**src/port_vc_arb_pkg.sv**
```systemverilog
`default_nettype none
package port_vc_arb_pkg;

  // ****************************************
  // Register byte offsets
  // ****************************************
  localparam logic [11:0] OFS_CAP_ONE     = 12'h144;  // Capability word one
  localparam logic [11:0] OFS_CAP_TWO     = 12'h148;  // Capability word two
  localparam logic [11:0] OFS_CTRL_STAT   = 12'h14c;  // Control low half, status high half

  // ****************************************
  // Field positions and constant values
  // ****************************************
  localparam int          EXT_LSB         = 0;        // Extended channel count
  localparam int          LP_LSB          = 4;        // Low-priority group count
  localparam int          REFCLK_LSB      = 8;        // Reference clock encoding
  localparam int          ENTRY_LSB       = 10;       // Table entry size
  localparam int          ARBCAP_LSB      = 0;        // Arbitration capability
  localparam int          TBLOFS_LSB      = 24;       // Table offset, sixteen_byte_unit
  localparam int          LOAD_BIT        = 0;        // Load table control bit
  localparam int          SEL_LSB         = 1;        // Scheme select field
  localparam int          STATUS_BIT      = 16;       // Table pending flag
  localparam logic [1:0]  REFCLK_100NS    = 2'b00;    // 100 ns reference
  localparam logic [1:0]  ENTRY_4BIT      = 2'b10;    // Four-bit table entries
  localparam logic [7:0]  ARBCAP_NONE     = 8'h00;    // No extended channel
  localparam logic [7:0]  ARBCAP_RR_WGT32 = 8'h03;    // Round robin plus weighted_round_robin, 32 phases
  localparam logic [7:0]  TBLOFS_NONE     = 8'h00;    // No table
  localparam logic [7:0]  TBLOFS_ONE      = 8'h03;    // Table at three sixteen_byte_unit
  localparam logic [2:0]  EXT_RESET       = 3'h0;     // Extended count reset value
  localparam logic [2:0]  LP_RESET        = 3'h0;     // Low-priority count reset value
  localparam logic [2:0]  SEL_RESET       = 3'h0;     // Scheme select reset value
  localparam logic [2:0]  SEL_MAX_LEGAL   = 3'h1;     // Highest accepted scheme code
  localparam int          LOAD_CYCLES_DEF = 4;        // Table load duration in cycles

  // ****************************************
  // Carriers
  // ****************************************
  typedef struct packed {
    logic        valid;   // Access request
    logic        write;   // One for write
    logic [11:0] addr;    // Byte address
    logic [3:0]  be;      // Byte enables
    logic [31:0] wdata;   // Write data
  } cfg_req_t;

  typedef struct packed {
    logic        valid;   // Preload strobe
    logic [2:0]  ext;     // Extended channel count
    logic [2:0]  lp;      // Low-priority group count
  } preload_t;

endpackage
`default_nettype wire

```
**src/port_vc_arbitration_regs.sv**
```systemverilog
// Notes on behaviour
// - Extended channel count, read-only, preloadable, bits 2:0
// - Low-priority group count, read-only, preloadable, bits 6:4
// - Reference clock code 00b at 9:8
// - Table entry size constant 10b at 11:10
// - Word two advertises round robin, weighted_round_robin only at extended channel count one
// - Arbitration capability follows extended channel count
// - Table offset 00h or 03h by count
// - Load bit triggers load, reads zero
// - Scheme select accepts 0 or 1 only
// - Table write sets pending flag
// - Load completion clears pending flag
`timescale 1ns/1ns
`default_nettype none
module port_vc_arbitration_regs #(
  parameter int LOAD_CYCLES = port_vc_arb_pkg::LOAD_CYCLES_DEF  // Cycles to apply the table
) (
  input  wire logic                      core_clk,     // Core clock, 100 MHz
  input  wire logic                      rst_b,        // Async reset, active low
  input  wire port_vc_arb_pkg::cfg_req_t cfg,          // Configuration access
  output logic [31:0]                    cfg_rdata,    // Read data, registered
  output logic                           cfg_ack,      // Access done, one cycle
  input  wire port_vc_arb_pkg::preload_t preload,      // Serial or boot preload
  input  wire logic                      table_wr,     // Software wrote a table entry
  output logic                           table_apply,  // Start applying table, pulse
  output logic                           table_busy,   // Table load in progress
  output logic [2:0]                     arb_select,   // Active arbitration scheme
  output logic                           table_pending // Table written, not yet loaded
);
  import port_vc_arb_pkg::*;

  // ****************************************
  // State
  // ****************************************
  typedef struct packed {
    logic [2:0]  ext_count;   // Extended channels
    logic [2:0]  lp_count;    // Low-priority group size
    logic [2:0]  arb_sel;     // Scheme select
    logic        tbl_status;  // Table pending
    logic        load_busy;   // Loading
    logic [7:0]  load_cnt;    // Load cycles left
    logic [31:0] rdata;       // Read data
    logic        ack;         // Access ack
    logic        apply;       // Load start pulse
  } state_t;

  state_t q;       // Registered state
  state_t next_q;  // Next state

  logic [31:0] cap_one;     // Capability word one
  logic [31:0] cap_two;     // Capability word two
  logic [31:0] ctrl_stat;   // Control and status word
  logic        hit_ctrl;    // Access to control word
  logic        load_wr;     // Load bit written as one

  // ****************************************
  // Read images
  // ****************************************
  // Field images of the three words, reserved bits zero
  always_comb begin
    cap_one = '0;  // Reserved bits zero
    cap_one[EXT_LSB +: 3] = q.ext_count;
    cap_one[LP_LSB +: 3] = q.lp_count;
    cap_one[REFCLK_LSB +: 2] = REFCLK_100NS;
    cap_one[ENTRY_LSB +: 2] = ENTRY_4BIT;
    cap_two = '0;
    // Arbitration capability follows the extended count
    cap_two[ARBCAP_LSB +: 8] = ARBCAP_NONE;
    if (q.ext_count == 3'h1) begin
      // One extended channel, round robin schemes offered
      cap_two[ARBCAP_LSB +: 8] = ARBCAP_RR_WGT32;
    end
    cap_two[TBLOFS_LSB +: 8] = (q.ext_count == 3'h1) ? TBLOFS_ONE : TBLOFS_NONE;
    ctrl_stat = '0;
    ctrl_stat[SEL_LSB +: 3] = q.arb_sel;
    ctrl_stat[STATUS_BIT] = q.tbl_status;
  end

  // Control word decode, exact byte address
  assign hit_ctrl = cfg.valid && (cfg.addr == OFS_CTRL_STAT);
  assign load_wr  = hit_ctrl && cfg.write && cfg.be[0] && cfg.wdata[LOAD_BIT];

  // ****************************************
  // Next state
  // ****************************************
  // Every request is acked one cycle later
  always_comb begin
    next_q = q;
    next_q.ack = cfg.valid;
    next_q.apply = 1'b0;
    // Read mux, unmapped reads zero
    if (cfg.valid && !cfg.write) begin
      unique case (cfg.addr)
        OFS_CAP_ONE:   next_q.rdata = cap_one;
        OFS_CAP_TWO:   next_q.rdata = cap_two;
        OFS_CTRL_STAT: next_q.rdata = ctrl_stat;
        default:       next_q.rdata = '0;
      endcase
    end
    // Preload of counts
    if (preload.valid) begin
      next_q.ext_count = preload.ext;
      next_q.lp_count = preload.lp;
    end
    // Scheme select write, illegal codes fall back
    if (hit_ctrl && cfg.write && cfg.be[0]) begin
      next_q.arb_sel = (cfg.wdata[SEL_LSB +: 3] <= SEL_MAX_LEGAL) ? cfg.wdata[SEL_LSB +: 3] : SEL_RESET;
    end
    // Load sequencer
    if (load_wr) begin
      next_q.load_busy = 1'b1;
      next_q.load_cnt = 8'(LOAD_CYCLES - 1);
      next_q.apply = 1'b1;
    end else if (q.load_busy) begin
      if (q.load_cnt == 8'h00) begin
        next_q.load_busy = 1'b0;
        next_q.tbl_status = 1'b0;
      end else begin
        next_q.load_cnt = q.load_cnt - 8'h01;
      end
    end
    // Table write wins over completion
    if (table_wr) begin
      next_q.tbl_status = 1'b1;
    end
  end

  // ****************************************
  // State register
  // ****************************************
  // Reset loads the default counts and scheme
  always_ff @(posedge core_clk or negedge rst_b) begin
    if (!rst_b) begin
      q <= '{ext_count: EXT_RESET, lp_count: LP_RESET, arb_sel: SEL_RESET, default: '0};
    end else begin
      q <= next_q;
    end
  end

  // Outputs straight from flip-flops
  assign cfg_rdata     = q.rdata;
  assign cfg_ack       = q.ack;
  assign table_apply   = q.apply;
  assign table_busy    = q.load_busy;
  assign arb_select    = q.arb_sel;
  assign table_pending = q.tbl_status;

  localparam int load_wait_max = LOAD_CYCLES + 1;  // Longest load window
endmodule
`default_nettype wire

```
**config.mk**
```make
export PLATFORM = sky130hd
export DESIGN_NAME = port_vc_arbitration_regs
export DESIGN_NICKNAME = d
export VERILOG_FILES = /design/src/port_vc_arb_pkg.sv /design/src/port_vc_arbitration_regs.sv
export SDC_FILE = /design/constraint.sdc
export NUM_CORES = 1
export LEC_CHECK = 0
export ABC_AREA = 1
export ABC_CLOCK_PERIOD_IN_PS = 1500
export BUFFER_PORTS_ARGS = -buffer_cell sky130_fd_sc_hd__buf_2
export CORE_UTILIZATION = 45
export DETAILED_ROUTE_END_ITERATION = 12
export PLACE_DENSITY = 0.8
export SETUP_SLACK_MARGIN = 0.15
export SLEW_MARGIN = 20
export SYNTH_ARGS = -nofsm -noshare
export SYNTH_HDL_FRONTEND = slang
export SYNTH_SLANG_ARGS = --single-unit
```
**constraint.sdc**
```tcl
create_clock -name core_clk -period 1.5 [get_ports core_clk]
set_input_delay 0.075 -clock core_clk [delete_from_list [all_inputs] [get_ports core_clk]]
set_output_delay 0.075 -clock core_clk [all_outputs]
set_load 0.03 [all_outputs]
```
==> Word-level counts from Yosys, hierarchy flattened <==
Index checks and enable logic that the tools add are counted.
{ "word_totals": {"reg_bits": 53, "in_bits": 60, "output_inout_bits": 39, "word_cells": 39} }
{ "classes": {"addsub": 1, "magnitude_cmp": 1, "eq_ne": 6, "n_mux": 10, "n_reduce_logical": 12} }
{ "op_table": {"columns": ["operator", "count"], "rows": [
  ["$pmux W26 S3", 1],
  ["$eq A12 B9 Y1 const B", 3],
  ["$mux W10", 1],
  ["$mux W9", 1],
  ["$logic_not A8 Y1", 1],
  ["$mux W8", 1],
  ["$sub A8 B1 Y8 const B", 1],
  ["$reduce_bool A2 Y1", 3],
  ["$logic_and A1 B1 Y1", 5],
  ["$mux W2", 2],
  ["$ne A2 B2 Y1 const B", 2],
  ["$eq A3 B1 Y1 const B", 1],
  ["$le A3 B1 Y1 const B", 1],
  ["$mux W1", 3],
  ["$mux W3", 1],
  ["$reduce_and A3 Y1", 1],
  ["$reduce_and A2 Y1", 1],
  ["$logic_not A1 Y1", 1]
]} }

==> Logic depth before layout (Yosys ltp) <==
{ "logic_depth": {"word_depth": 7, "mapped_depth": 10, "ltp_nobuf": 10} }

==> Worst setup path after synthesis <==
No wires, ideal clock.
{ "synth_timing": {"path_type": "reg2reg", "startpoint": "reg q[34] in the netlist's numbering", "endpoint": "reg q, in the netlist table_pending", "setup_ns": 0.118, "arrival_time_ns": 1.209, "t_required_ns": 1.382, "setup_slack_ns": 0.173, "stages_incl_launch_ff": 10, "n_path_buf": 0, "period_less_slack_ns": 1.327, "cell_sequence": "dfrtp_1 > inv_1 > ha_1 > nand2_1 > nor2_4 > nand2_4 > nor2_1 > nand2_1 > nand2_1 > nand2_1"} }
{ "synth_via": {"elab_chain_len": 3} }
{ "synth_lines": {"columns": ["item", "line", "source"], "rows": [
  ["from (decl)", "port_vc_arbitration_regs.sv:47", "state_t q;"],
  ["from (signal assigned)", "port_vc_arbitration_regs.sv:136", "q <= next_q;"],
  ["$logic_not A8 Y1", "port_vc_arbitration_regs.sv:115", "if (q.load_cnt == 8'h00) begin"],
  ["$reduce_bool A2 Y1 (no line)", null, null],
  ["$reduce_and A3 Y1 (no line)", null, null]
]} }
No other way between the ends.
A chain may end at the register's enable or synchronous reset.

==> Worst setup path after layout <==
Ends and elaborated chain as after synthesis.

==> impl_metrics.toml <==
[worst_setup_path]
cp.arrival_ns = 1.49
worstSetupPathType = "register to register"
critPathTopFamily = "simple AND/OR/NAND/NOR gates"
r2r-start = "q[34]"
required_ns = 1.67
cp-start-kind = "register"
critPathBufInv = 1
startpoint = "q[34]"
critPathMaxStageDelay_ns = 0.40
cp_common_cell = "nand2_1"
critPathSlowestCell = "dfrtp_1"
path_cells = "inv_2 > ha_4 > nand2_4 > nor2_4 > nand2_4 > nor2_2 > nand2_1 > nand2_1 > nand2_1"
crit_fanout = 6
critPathCaptureType = "register"

[power]
ir_worst_vdd_mv = 0.450
power.density_mw_per_mm2 = 807
p_comb_frac = 0.113
pwr-share-clk = 0.398
swShare = 0.248
p_switching_w = 0.000437
cellInternalPower_w = 0.00132
pwr-share-seq = 0.489
leakage_nw = 1.29

[floorplanning]
chipHeight_microns = 66.4
fp.dieW_microns = 66.4
die_area_sq_mm = 0.00441
ios = 99
row_count = 23
fp.coreArea_sq_mm = 0.00400
start_util = 0.467

[synth]
synth_area_sq_mm = 0.00187
synth.avg_cell_area_sq_um = 8.19
ys_warn_count = 0
synth-seq-cells = 31
synth_sequential_area_ratio = 0.415
yosysUniqueCellTypes = 31
synth_cells = 228

[job]
maxCapViolCount = 0

[global_routing]
antenna_found_initial = 0
grtUsageTotal = 0.167
grt_use_met3 = 0.0500
grt_pass1_vias = 1246
grt.busiest_layer = "met2"
grt.met2_usage = 0.263
met1_usage = 0.210
grt_max_degree = 32
grt_pass1_wl_microns = 5440
overflow = 0

[finish]
n_fill_cell = 364
multiInputGateArea_sq_um = 827
nets = 333
most-common-layout-cells = "nand2_1, buf_2, dfrtp_1, conb_1, inv_1"
drive_above_1_share = 0.355
layout_commonest_cell = "nand2_1"
area.sequential_sq_um = 776
antennaDiodeCount = 0
syn2layout_area_growth_pct = 16.8

[clock_tree]
h-tree-depth = 2
clk_latency_ns = 0.28
cts_tree = "yes"
numCtsBuffers = 5
clockBufferDepth = 2
cts_sinks = 31
cts-root-buf = "clkbuf_8"
clkTransAtPathRegs_ns = 0.06

[place]
place.port_buffers = 46
pre_cts_ws_ns = 0.126
gpl.final_weighted_congestion = 0.927
dp_hpwl_microns = 2520

[outcome]
outcome = "complete, no violations"

[sta]
grt_setup_unrepaired = "true"
min_period_ns = 1.32
setup_ws_ns = 0.179
tns_ns = 0
skew_ns = 0.00616
slew_viol_final = 0
clock.fmax_mhz = 757
tightest_slew_ns = 0.673
finalHoldViolCount = 0
fin_crit_sh = 0.881
finalSetupViolCount = 0
slew_headroom = 0.551

[detailed_routing]
wire_per_inst_microns = 10.5
viasPerCell = 4.50
drtPass1Iterations = 4
vias = 1455
drtIter0Drc = 59
drt_wl_total_microns = 3390
ant_nets = 0
drc = 0

[worst_hold_path]
holdCritPathClass = "primary input to register"
hp-start = "preload[0]"
power groups by stage:
stage	combinational, W	clock (W)	sequential (W)
finish	0.000198	0.000702	0.000861
global route	0.000221	0.000756	0.000863
CTS	0.000199	0.000721	0.000861
detailed placement	0.000192	0	0.000876
global placement	0.000190	0	0.000876
floorplan	0.000165	0	0.000877
path summary, 6_finish.rpt:
check,endpoint,slack (ns),depth (start not counted)
max,table_pending,0.18,9
min,cap_one[4],0.0008,3
max reg2reg,table_pending,0.18,9
min reg2reg,cfg_rdata[0],0.48,2
max in group asynchronous,cap_one[6],0.69,2
min in group asynchronous,q[40],0.37,2
timing repair:
| item | in CTS | in global routing |
|---|---|---|
| buffers inserted | 1 | 3 |
| endpoints found under the hold margin | 33 | 0 |
| hold buffers | 3 | 0 |
| pin swaps | 1 | 6 |
| cloned | 0 | 0 |
| setup endpoints to repair | 8 | 10 |
| resized for setup | 1 | 12 |
flip-flops by register name, summed over array words and instances, names as in the netlist:
signal         cells
cfg_rdata         10
q                  8
cap_one            6
arb_select         3
cfg_ack            1
table_apply        1
table_busy         1
table_pending      1
metrics by stage:
step                instances  instance area [sq um]  total power [W]  utilization  hold slack, ns
finish                    323                   2180          0.00176        0.546        0.000833
CTS                       320                   2120          0.00178        0.529       0.0000698
floorplan                 248                   1940          0.00104            -          -0.221
global placement          308                   1980          0.00107        0.494           0.147
global route              323                   2180          0.00184        0.546          0.0187
detailed placement        308                   1980          0.00107        0.494           0.150
worst register-to-register path, stage by stage (launching register included):
cell and delay, ns:
dfrtp_1 0.40, inv_2 0.09, ha_4 0.15, nand2_4 0.05
nor2_4 0.14, nand2_4 0.11, nor2_2 0.10, nand2_1 0.06
nand2_1 0.07, nand2_1 0.06
per-layer routing:
metal,part of all wire,up-vias
met2,0.47,52
met1,0.45,656
met4,0.014,0
li1,-,743
met5,0,-
met3,0.065,4
cells in the mapped netlist:
cell type,instances,share of area
a21oi_1,2,0.0054
buf_2,1,0.0027
buf_4,35,0.14
clkbuf_1,2,0.0040
conb_1,1,0.0020
dfrtp_1,31,0.42
ha_1,1,0.0067
inv_1,22,0.044
inv_2,7,0.014
mux2_2,2,0.012
nand2_1,55,0.11
nand2_2,3,0.010
nand2_4,3,0.018
nand3_1,14,0.038
nand3_2,1,0.0054
nand3b_1,1,0.0040
nand4_1,5,0.017
nand4_2,1,0.0067
nand4_4,1,0.011
nor2_1,17,0.034
nor2_2,4,0.013
nor2_4,2,0.012
nor2_8,2,0.021
nor3_1,1,0.0027
nor3_2,1,0.0054
nor3b_1,1,0.0040
o21ai_0,5,0.013
o21ai_1,4,0.011
o21ai_2,1,0.0047
o21bai_1,1,0.0040
o31ai_2,1,0.0067
kinds of logic after synthesis:
group / synth area share
AND/OR/NAND/NOR: 0.313
buffers and inverters: 0.206
flip-flops: 0.415
AO/OA/AOI/OAI: 0.0449
multiplexers: 0.0121
adder cells (fa/ha/maj): 0.00670
other: 0.00201
cell type report:
type	count	area share
well taps	50	0.0287
flip-flops and latches	31	0.356
repair buffers	55	0.140
inverters	29	0.0510
clock buffers	8	0.0459
multi-input cells	150	0.379
Note: power is estimated with default switching activity, not from simulation.
